--- config.mk ---
export PLATFORM = sky130hd
export DESIGN_NAME = cell_balance_controller
export DESIGN_NICKNAME = d
export VERILOG_FILES = /design/src/pkg/cbal_pkg.sv /design/src/logic/tick_gen.sv /design/src/logic/cell_balance_controller.sv
export SDC_FILE = /design/constraint.sdc
export NUM_CORES = 2
export LEC_CHECK = 0
export BUFFER_PORTS_ARGS = -buffer_cell sky130_fd_sc_hd__buf_2
export CAP_MARGIN = 20
export CORE_UTILIZATION = 35
export CTS_BUF_LIST = sky130_fd_sc_hd__clkbuf_2
export DETAILED_ROUTE_END_ITERATION = 7
export GPL_TIMING_DRIVEN = 0
export SLEW_MARGIN = 0
export SYNTH_ARGS = -nofsm -noshare
export SYNTH_HDL_FRONTEND = slang
export SYNTH_SLANG_ARGS = --single-unit
--- constraint.sdc ---
create_clock -name clk_sys -period 28.2 [get_ports clk_sys]
set_input_delay 1.41 -clock clk_sys [delete_from_list [all_inputs] [get_ports clk_sys]]
set_output_delay 1.41 -clock clk_sys [all_outputs]
set_load 0.1 [all_outputs]
--- src/pkg/cbal_pkg.sv ---
package cbal_pkg;
  localparam int NCELL = 12;
  localparam int NLOC  = 13;
  localparam logic [3:0] PTR_MAX   = 4'hc;
  localparam logic [3:0] PTR_FIRST = 4'h1;
  // register select codes on the register port
  localparam logic [1:0] A_SETUP = 2'h0;
  localparam logic [1:0] A_SEL   = 2'h1;
  localparam logic [1:0] A_WDBT  = 2'h2;
  // field positions
  localparam int RUN_B   = 9;
  localparam int PTR_HI  = 8;
  localparam int PTR_LO  = 5;
  localparam int WAIT_HI = 4;
  localparam int WAIT_LO = 2;
  localparam int MODE_HI = 1;
  localparam int MODE_LO = 0;
  localparam int BTM_HI  = 13;
  localparam int BTM_LO  = 7;
  // balance mode field values
  localparam logic [1:0] MODE_OFF  = 2'h0;
  localparam logic [1:0] MODE_MAN  = 2'h1;
  localparam logic [1:0] MODE_TIM  = 2'h2;
  localparam logic [1:0] MODE_AUTO = 2'h3;
  // reset values
  localparam logic [9:0]  SETUP_RST = 10'h000;
  localparam logic [11:0] SEL_RST   = 12'h000;
  localparam logic [13:0] WDBT_RST  = 14'h0000;
  localparam logic [27:0] BV_RST    = 28'h0000000;
  // timing: one tick per second, duration step of 20 s
  localparam int CLK_NS   = 10;
  localparam int TICK_S   = 1;
  localparam int TICK_CYC = TICK_S * 1_000_000_000 / CLK_NS;
  localparam logic [11:0] STEP_S = 12'h014;
  typedef enum logic [1:0] {CMD_EN, CMD_INH, CMD_SLEEP, CMD_WAKE} cmd_e;
  // wait interval code to seconds: 0,1,2,4,...,64
  function automatic logic [11:0] wait_sec(input logic [2:0] c);
    wait_sec = (c == 3'h0) ? 12'h000 : (12'h001 << (c - 3'h1));
  endfunction : wait_sec
endpackage : cbal_pkg

--- src/logic/tick_gen.sv ---
`timescale 1ns/1ps
module tick_gen #(
  parameter int CYC = 100
) (
  // clock and reset
  input  logic clk_sys,
  input  logic rst_n,
  // one-cycle enable
  output logic tick
);
  logic [31:0] cnt_q;
  logic [31:0] cnt_d;

  always_comb begin
    cnt_d = (cnt_q >= 32'(CYC - 1)) ? 32'h0 : cnt_q + 32'h1;
  end

  always_ff @(posedge clk_sys or negedge rst_n) begin
    if (!rst_n) begin
      cnt_q <= 32'h0;
    end else begin
      cnt_q <= cnt_d;
    end
  end

  assign tick = (cnt_q >= 32'(CYC - 1));
endmodule : tick_gen

--- src/logic/cell_balance_controller.sv ---
`timescale 1ns/1ps
module cell_balance_controller #(
  parameter int TICK_CYC = cbal_pkg::TICK_CYC
) (
  // clock and reset
  input  logic                 clk_sys,
  input  logic                 arst_n,
  // register port
  input  logic                 reg_wr,
  input  logic                 reg_rd,
  input  logic [1:0]           reg_addr,
  input  logic [13:0]          reg_wdata,
  output logic [13:0]          reg_rdata,
  // balance value load
  input  logic                 bv_wr,
  input  logic [3:0]           bv_cell,
  input  logic [27:0]          bv_wdata,
  // commands
  input  logic                 cmd_valid,
  input  cbal_pkg::cmd_e       cmd_code,
  input  logic                 cmd_bcast,
  input  logic                 cmd_own,
  // watchdog
  input  logic                 wdog_on,
  input  logic                 wdog_expire,
  // measurement
  output logic                 scan_req,
  input  logic                 scan_done,
  input  logic                 meas_valid,
  input  logic [3:0]           meas_cell,
  input  logic [12:0]          meas_value,
  // status and switches
  input  logic [1:0]           flag_clr,
  output logic [11:0]          cell_drain_select,
  output logic                 balancing_done_flag,
  output logic                 watchdog_expired_flag,
  output logic                 asleep
);
  import cbal_pkg::*;

  typedef enum logic [1:0] {ST_IDLE, ST_ON, ST_MEAS, ST_WAIT} st_e;

  logic [1:0]  rst_sq;
  logic        rst_n;
  logic        tick;
  st_e         st_q, st_d;
  logic [9:0]  setup_q, setup_d;
  logic [11:0] sel_q [NLOC];
  logic [11:0] sel_d [NLOC];
  logic [13:0] wdbt_q, wdbt_d;
  logic [27:0] bv_q [NCELL];
  logic [27:0] bv_d [NCELL];
  logic [11:0] tmr_q, tmr_d;
  logic [11:0] out_q, out_d;
  logic [11:0] drained_q, drained_d;
  logic [13:0] rdata_q, rdata_d;
  logic        sleep_q, sleep_d;
  logic        pend_q, pend_d;
  logic        wdarm_q, wdarm_d;
  logic        done_q, done_d;
  logic        wdf_q, wdf_d;
  logic        scan_q, scan_d;
  logic [11:0] nz;
  logic        run_q;
  logic [3:0]  ptr_q;
  logic [1:0]  mode_q;
  logic [11:0] dur;
  logic [3:0]  nx_raw;
  logic        wrap_w;
  logic        cmd_ok;
  logic        cmd_all;
  logic        start_w;
  logic        stop_w;
  logic        quiet_w;
  logic        adv_w;

  // reset release through two flops
  always_ff @(posedge clk_sys or negedge arst_n) begin
    if (!arst_n) begin
      rst_sq <= 2'h0;
    end else begin
      rst_sq <= {rst_sq[0], 1'b1};
    end
  end
  assign rst_n = rst_sq[1];

  tick_gen #(.CYC(TICK_CYC)) u_tick (
    .clk_sys (clk_sys),
    .rst_n   (rst_n),
    .tick    (tick)
  );

  assign run_q  = setup_q[RUN_B];
  assign ptr_q  = setup_q[PTR_HI:PTR_LO];
  assign mode_q = setup_q[MODE_HI:MODE_LO];
  assign dur    = 12'(wdbt_q[BTM_HI:BTM_LO]) * STEP_S;
  assign nx_raw = ptr_q + 4'h1;
  // a zero pattern or the last location sends the sequence back to 1
  assign wrap_w = (ptr_q >= PTR_MAX) ? 1'b1 : (sel_q[nx_raw] == 12'h000);
  assign cmd_ok  = cmd_valid && (cmd_bcast || cmd_own);
  assign cmd_all = cmd_valid && cmd_bcast;
  assign start_w = (cmd_ok && cmd_code == CMD_EN) ||
                   (reg_wr && reg_addr == A_SETUP && reg_wdata[RUN_B] && !run_q);
  assign stop_w  = (cmd_ok && cmd_code == CMD_INH) ||
                   (reg_wr && reg_addr == A_SETUP && !reg_wdata[RUN_B]);
  assign quiet_w = !reg_wr && !cmd_valid && !wdog_expire && !bv_wr;
  assign adv_w   = st_q == ST_WAIT && tmr_q == 12'h000 && !sleep_q && quiet_w;

  // finished cells drop out of every pattern in auto mode; manual and timed modes drive location zero unmasked
  for (genvar i = 0; i < NCELL; i++) begin : g_nz
    assign nz[i] = |bv_q[i];
  end

  always_comb begin
    setup_d   = setup_q;
    sel_d     = sel_q;
    wdbt_d    = wdbt_q;
    bv_d      = bv_q;
    st_d      = st_q;
    tmr_d     = tmr_q;
    drained_d = drained_q;
    sleep_d   = sleep_q;
    pend_d    = pend_q;
    wdarm_d   = wdarm_q;
    done_d    = done_q & ~flag_clr[0];
    wdf_d     = wdf_q & ~flag_clr[1];
    scan_d    = 1'b0;
    rdata_d   = rdata_q;
    out_d     = 12'h000;
    if (reg_rd) begin
      if (reg_addr == A_SETUP) begin
        rdata_d = 14'(setup_q);
      end else if (reg_addr == A_SEL) begin
        rdata_d = (ptr_q <= PTR_MAX) ? 14'(sel_q[ptr_q]) : 14'h0000;
      end else if (reg_addr == A_WDBT) begin
        rdata_d = wdbt_q;
      end else begin
        rdata_d = 14'h0000;
      end
    end
    if (reg_wr) begin
      if (reg_addr == A_SETUP) begin
        setup_d = {setup_q[RUN_B], reg_wdata[PTR_HI:0]};
      end else if (reg_addr == A_SEL && ptr_q <= PTR_MAX) begin
        sel_d[ptr_q] = reg_wdata[11:0];
      end else if (reg_addr == A_WDBT) begin
        wdbt_d = reg_wdata;
      end
    end
    if (bv_wr && 32'(bv_cell) < NCELL) begin
      bv_d[bv_cell] = bv_wdata;
    end
    case (st_q)
      ST_ON: begin
        if (mode_q == MODE_TIM) begin
          // keeps counting while asleep
          if (tick && tmr_q != 12'h000) begin
            tmr_d = tmr_q - 12'h001;
            if (tmr_q == 12'h001) begin
              setup_d[RUN_B] = 1'b0;
              done_d = 1'b1;
              st_d = ST_IDLE;
            end
          end
        end else if (mode_q == MODE_AUTO && !sleep_q && tick) begin
          if (tmr_q == 12'h000) begin
            st_d = ST_MEAS;
            scan_d = 1'b1;
            drained_d = out_q;
          end else begin
            tmr_d = tmr_q - 12'h001;
          end
        end
      end
      ST_MEAS: begin
        if (meas_valid && 32'(meas_cell) < NCELL && drained_q[meas_cell]) begin
          // saturate so a cell never wraps past zero
          bv_d[meas_cell] = (bv_q[meas_cell] > 28'(meas_value)) ?
                            bv_q[meas_cell] - 28'(meas_value) : BV_RST;
        end
        if (scan_done) begin
          if (nz == 12'h000) begin
            setup_d[RUN_B] = 1'b0;
            done_d = 1'b1;
            st_d = ST_IDLE;
            if (pend_q) begin
              sleep_d = 1'b1;
              pend_d = 1'b0;
            end
          end else begin
            st_d = ST_WAIT;
            tmr_d = wait_sec(setup_q[WAIT_HI:WAIT_LO]);
          end
        end
      end
      ST_WAIT: begin
        if (!sleep_q) begin
          if (tmr_q == 12'h000) begin
            setup_d[PTR_HI:PTR_LO] = wrap_w ? PTR_FIRST : nx_raw;
            st_d = ST_ON;
            tmr_d = dur;
          end else if (tick) begin
            tmr_d = tmr_q - 12'h001;
          end
        end
      end
      default: begin
      end
    endcase
    if (start_w) begin
      setup_d[RUN_B] = 1'b1;
      st_d = ST_ON;
      tmr_d = dur;
      if (setup_d[MODE_HI:MODE_LO] == MODE_AUTO) begin
        setup_d[PTR_HI:PTR_LO] = PTR_FIRST;
      end
    end
    if (stop_w) begin
      setup_d[RUN_B] = 1'b0;
      st_d = ST_IDLE;
      tmr_d = 12'h000;
    end
    if (cmd_all && cmd_code == CMD_SLEEP) begin
      // auto without watchdog finishes its work before sleeping
      if (mode_q == MODE_AUTO && st_q != ST_IDLE && !wdog_on) begin
        pend_d = 1'b1;
      end else begin
        sleep_d = 1'b1;
        wdarm_d = wdog_on;
      end
    end
    if (cmd_all && cmd_code == CMD_WAKE) begin
      sleep_d = 1'b0;
      pend_d = 1'b0;
    end
    if (wdog_expire) begin
      if (wdarm_q && sleep_q) begin
        wdf_d = 1'b1;
        wdarm_d = 1'b0;
      end else if (!sleep_q && run_q) begin
        sleep_d = 1'b1;
        setup_d[RUN_B] = 1'b0;
        st_d = ST_IDLE;
        tmr_d = 12'h000;
        wdf_d = 1'b1;
      end
    end
    if (setup_d[RUN_B] && !sleep_d) begin
      if (setup_d[MODE_HI:MODE_LO] == MODE_MAN || setup_d[MODE_HI:MODE_LO] == MODE_TIM) begin
        out_d = sel_d[0];
      end else if (setup_d[MODE_HI:MODE_LO] == MODE_AUTO && st_d == ST_ON &&
                   setup_d[PTR_HI:PTR_LO] <= PTR_MAX) begin
        out_d = sel_d[setup_d[PTR_HI:PTR_LO]] & nz;
      end
    end
  end

  always_ff @(posedge clk_sys or negedge rst_n) begin
    if (!rst_n) begin
      st_q      <= ST_IDLE;
      setup_q   <= SETUP_RST;
      sel_q     <= '{default: SEL_RST};
      wdbt_q    <= WDBT_RST;
      bv_q      <= '{default: BV_RST};
      tmr_q     <= 12'h000;
      out_q     <= 12'h000;
      drained_q <= 12'h000;
      rdata_q   <= 14'h0000;
      sleep_q   <= 1'b0;
      pend_q    <= 1'b0;
      wdarm_q   <= 1'b0;
      done_q    <= 1'b0;
      wdf_q     <= 1'b0;
      scan_q    <= 1'b0;
    end else begin
      st_q      <= st_d;
      setup_q   <= setup_d;
      sel_q     <= sel_d;
      wdbt_q    <= wdbt_d;
      bv_q      <= bv_d;
      tmr_q     <= tmr_d;
      out_q     <= out_d;
      drained_q <= drained_d;
      rdata_q   <= rdata_d;
      sleep_q   <= sleep_d;
      pend_q    <= pend_d;
      wdarm_q   <= wdarm_d;
      done_q    <= done_d;
      wdf_q     <= wdf_d;
      scan_q    <= scan_d;
    end
  end

  assign reg_rdata             = rdata_q;
  assign cell_drain_select     = out_q;
  assign balancing_done_flag   = done_q;
  assign watchdog_expired_flag = wdf_q;
  assign asleep                = sleep_q;
  assign scan_req              = scan_q;
endmodule : cell_balance_controller

* After elaboration in Yosys (flattened, before gate mapping)
Index checks and enable logic that the tools add are counted.
** Word-level totals
- Flip-flop bits (word level) :: 608
- Latch bits :: 0
- Bits in writable memories :: 0
- ROM bits :: 0
- Bits of input ports :: 81
- Output and inout bits :: 30
- Logic and storage cells :: 272
- Memories :: 0
** Cells by class
- Add/subtract/negate cells :: 5
- Multipliers :: 1
- Divide/modulo/power cells :: 0
- Magnitude comparators :: 16
- Equality and inequality tests :: 15
- Shift operators :: 1
- Multiplexer cells :: 121
- Bitwise logic cells :: 13
- Reductions and logical operators :: 59
** Operator list (number)
- $mux W336 :: 3
- $bwmux W336 :: 2
- $mux W156 :: 3
- $reduce_or A28 Y1 :: 12
- $mux W12 :: 26
- $demux W28 S4 :: 2
- $bwmux W156 :: 1
- $bmux W12 S4 :: 3
- $mux W28 :: 5
- $bmux W28 S4 :: 1
- $demux W12 S4 :: 1
- $mux W1 :: 43
- $mux W14 :: 3
- $logic_not A12 Y1 :: 3
- $pmux W12 S3 :: 1
- $add A32 B1 Y32 const B :: 1
- $ge A32 B27 Y1 const B :: 1
- $mux W32 :: 1
- $gt A28 B13 Y1 :: 1
- $mux W2 :: 14
- $sub A28 B13 Y28 :: 1
- $logic_and A1 B1 Y1 :: 27
- $ge A5 B5 Y1 const B :: 5
- $not A4 Y5 :: 5
- 30 further kinds :: 66

* Longest topological paths before layout
- Word-level depth :: 21
- Mapped depth :: 25
- Depth with buffers taken out :: 17

* By module
From an unflattened synthesis, not the netlist that was laid out.
** Unflattened totals
- Cells, all modules :: 3532
- Area, all modules :: 36353.6 µm²
** By module, submodules not included
- cell_balance_controller :: times used 1, cells an instance 3376, area an instance 34667.0 µm², sequential area each 14413.8 µm²
- tick_gen :: times used 1, cells an instance 156, area an instance 1686.6 µm², sequential area each 800.8 µm²

* Worst setup path before layout
OpenSTA, ideal clock, no wires.
- Path kind :: input to register
- Start :: in meas_cell[0]
- End :: reg bv_q[118] in the netlist's numbering
- Library setup time :: 137 ps
- Arrival time :: 6335 ps
- Required time :: 28063 ps
- Slack :: 21728 ps
- Stages on the path :: 25
- Buffers on the path :: 8
- Cell sequence :: buf_6 > buf_6 > buf_6 > buf_2 > buf_1 > mux4_2 > mux2i_1 > nor2_1 > a21oi_1 > ha_1 > inv_1 > fa_1 > a21o_1 > a21oi_1 > o221a_2 > o21ai_0 > a21boi_0 > nor2_1 > or3_1 > buf_6 > buf_6 > and2_4 > buf_6 > nor2_1 > a21oi_1
** RTL lines
- from (decl) :: line cell_balance_controller.sv:30 : input logic [3:0] meas_cell,
- to (signal assigned) :: line cell_balance_controller.sv:280 : bv_q <= bv_d;
- to (decl) :: line cell_balance_controller.sv:51 : logic [27:0] bv_q [NCELL];

==> summary.md <==
| Metric | Value |
|---|---|
| Status | complete, no violations |
| DR WL/cell | 25.6 um |
| Placed cell count | 5083 |
| CTS clk-pin slew, worst paths | 0.09 ns |
| Congestion Overflow GR | 0 |
| Seq. cell area | 15200 um^2 |
| Hold Slack | 0.208 ns |
| Num rows | 118 |
| Core ar. | 103000 um^2 |
| Area share of and/or/nand/nor cells after synthesis | 0.132 |
| Mux contribution to synthesized area | 0.249 |
| Num CTS Buffers | 168 |
| Crit Path Category | in2reg |
| Min Tclk post-route | 7.20 ns |
| Yosys cell types | 97 |
| Dpl hpwl | 104000 um |
| Final wirelength | 138000 um |
| Buffers on Ports | 105 |
| Yosys warnings | 0 |
| Post-route DRC | 0 |
| Starting density of the core | 0.353 |
| DRT Pass-1 Iters | 6 |
| Final period utilization | 0.255 |
| Synth async-reset ratio | 1.00 |
| Clock sinks | 608 |
| P_leak | 17.7 nW |
| DR vias | 31802 |
| Sequential cell area fraction in the yosys report | 0.417 |
| Vias/cell | 5.91 |
| CTS Buffer Depth | 3 |
| Total GRT Usage | 0.258 |
| Launch point of the worst reg-to-reg path | setup_q[5] |
| WP data required | 29.39 ns |
| Crit Path Max Fanout | 10 |
| Syn avg cell area | 10.2 um^2 |
| Worst path arrival time | 8.39 ns |
| CTS root buf | clkbuf_2 |
| HP Class | in2reg |
| HP Start | flag_clr[1] |
| Layout cells sized above 1 | 0.249 |
| Finished Layout Cells | 5381 |
| Power Density | 81.6 nW/um^2 |
| First-pass GRT wire length | 206000 um |
| FMAX | 0.139 GHz |
| Largest family of logic cells by synthesized area | multiplexers |
| Compound-gate portion of the synthesized area | 0.129 |
| CTS tree | yes |
| Final setup TNS | 0 ns |
| Area Growth Syn to Fin | 11.1% |
| Synth Area in Adders | 0.0134 |
| Ys flop type | dfrtp_1 |
| Mapped Area | 36500 um^2 |
| Die Area | 106000 um^2 |
| Share of Yosys cell area claimed by the top area cell type | 0.417 |
| Unrepaired setup endpoints after global routing | false |
| Iter 0 DRT Violations | 3494 |
| Top-count cell post-synth | dfrtp_1 |
| Die Wd | 325 um |
| Synth area leader | dfrtp_1 |
| Largest net degree at the start of global routing | 68 |
| Die H | 325 um |
| Post-DRT Antenna Nets | 0 |
| Worst vdd ir | 0.0427 mV |
| H-Tree Depth | 4 |
| Number of synthesized flops with an enable pin | 0 |
| Worst slew pin tran | 1.06 ns |
| Max-cap violation count | 0 |
| Area of the multi-input gates | 19600 um^2 |
| Num ports | 111 |
| Final Hold Viols | 0 |
| Vias in the first global route | 31364 |
| Startpoint type of the worst setup path | input port |
| Yosys reg bits | 608 |
| Slew HR | 0.290 |
| GP Congestion | 1.01 |
| Synth top cells by count | dfrtp_1, mux2_2, nand2_1, nor2_1, o21ai_0 |
| Slew Limit Fails | 0 |
| Cells after Synth | 3583 |
| Worst-Skew Late Latency | 1.46 ns |
| Critical path origin | meas_cell[1] |
| Resized cells post-CTS | 0 |
| Synth top area cells | dfrtp_1, mux2_2, mux4_2, mux2i_1, nand2_1 |
| Antenna violations before repair | 8 |
| Worst Setup End Kind | flip-flop |
| Post-Synth XOR/XNOR Area | 0.0127 |
| Fill cells | 10421 |
| Final setup violating endpoints | 0 |
| Max Clock Skew | 0.130 ns |
| Nets@finish | 3993 |
-- critical path, cell delays in order --
cell and delay (ns):
buf_2 0.13, buf_2 0.30, buf_2 0.39, buf_2 0.39
buf_2 0.35, clkbuf_1 0.67, mux4_2 0.43, mux2i_1 0.16
nor2_1 0.06, a21oi_1 0.30, ha_1 0.23, inv_1 0.06
fa_1 0.43, a21o_1 0.17, a21oi_1 0.30, o221a_2 0.30
o21ai_0 0.35, a21boi_0 0.41, nor2_1 0.15, or3_1 0.37
buf_6 0.18, buf_2 0.22, nand2_1 0.15, buf_2 0.29
o21ai_0 0.16
-- where the power goes --
group	total, mW	switching (mW)	internal (mW)
logic	1.34	0.798	0.545
clock network	0.654	0.409	0.245
registers	1.31	0.226	1.08
-- placed cells by master, fill, tap and decap left out, types with 14 or more instances in the layout --
cell type  instances
dfrtp_1          607
nor2b_1           22
clkinv_1          43
nand3_1           46
a21oi_1          199
nor4_1           123
ha_1              36
o21ai_1           42
o21a_1            17
o211ai_1          18
clkbuf_2         235
clkbuf_1         182
o22ai_1           21
nor3_1            34
buf_1             45
inv_1             91
buf_6             18
buf_2            162
o221ai_1          32
xor2_1            23
o21ai_0          264
mux2i_1          199
nand4_1           31
mux2_2           382
xnor2_1           30
mux4_2           122
a221oi_1          23
and3_1            14
nand2b_1          15
nand2_1          358
nor2_1           297
-- flip-flops by register name, indices dropped and copies added (netlist names), 2 cells and up --
signal and flops:
drained_q 12, rst_sq 2, cell_drain_select 12, sel_q 156, st_q 2, setup_q 10
tmr_q 12, u_tick.cnt_q 32, bv_q 336, reg_rdata 14, wdbt_q 14
-- path summary, 6_finish.rpt --
kind	end	slack [ns]	depth (start not counted)
max in group asynchronous	bv_q[169]	26.45	3
min in group asynchronous	sel_q[144]	0.28	0
min reg2reg	sel_q[144]	0.28	0
max reg2reg	cell_drain_select[8]	22.29	12
min	watchdog_expired_flag	0.21	2
max	bv_q[136]	21.00	25
-- area by class of cell --
| class | count | share of cell area |
|---|---|---|
| clock inverter | 59 | 0.00760 |
| timing repair buffer | 117 | 0.0200 |
| antenna | 3 | 0.000185 |
| multi-input combinational | 2581 | 0.483 |
| inverter | 94 | 0.00871 |
| tap | 1380 | 0.0426 |
| clock buffer | 235 | 0.0290 |
| sequential | 608 | 0.376 |
| buffer | 304 | 0.0334 |
-- kinds of logic (layout without fill, tap and decap cells) --
group	after synthesis	in the layout
other cells	2	9
mux	704	704
simple gates	1020	1020
compound gates	760	760
xor+xnor	53	53
buf+inv	398	809
fa+ha+maj	38	38
flops	608	608
-- routing by layer --
layer  up-vias  GRT usage  wire, um
li1      13815          -         -
met4         8      0.145      7410
met2      1777      0.390     61600
met3       363     0.0692     13200
met1     15839      0.332     55500
met5         -          0        46
-- metrics by stage --
| stage | worst slack [ns] | cell area, um^2 | total power [mW] | util |
|---|---|---|---|---|
| 2_1_floorplan | 10.0 | 36500 | 2.16 | - |
| 6_report | 21.00 | 40500 | 3.31 | 0.392 |
| 3_5_place_dp | 19.75 | 39000 | 2.62 | 0.378 |
| 4_1_cts | 21.28 | 40500 | 3.27 | 0.392 |
| 3_3_place_gp | 1.75 | 38700 | 2.60 | 0.375 |
| 5_1_grt | 20.79 | 40500 | 3.47 | 0.392 |
-- what timing repair did --
action | 4_1_cts | 5_1_grt
buffers inserted | 0 | 0
hold buffers | 1 | 0
hold endpoints to repair | 2 | 0
Note: power is estimated with default switching activity, not from simulation.
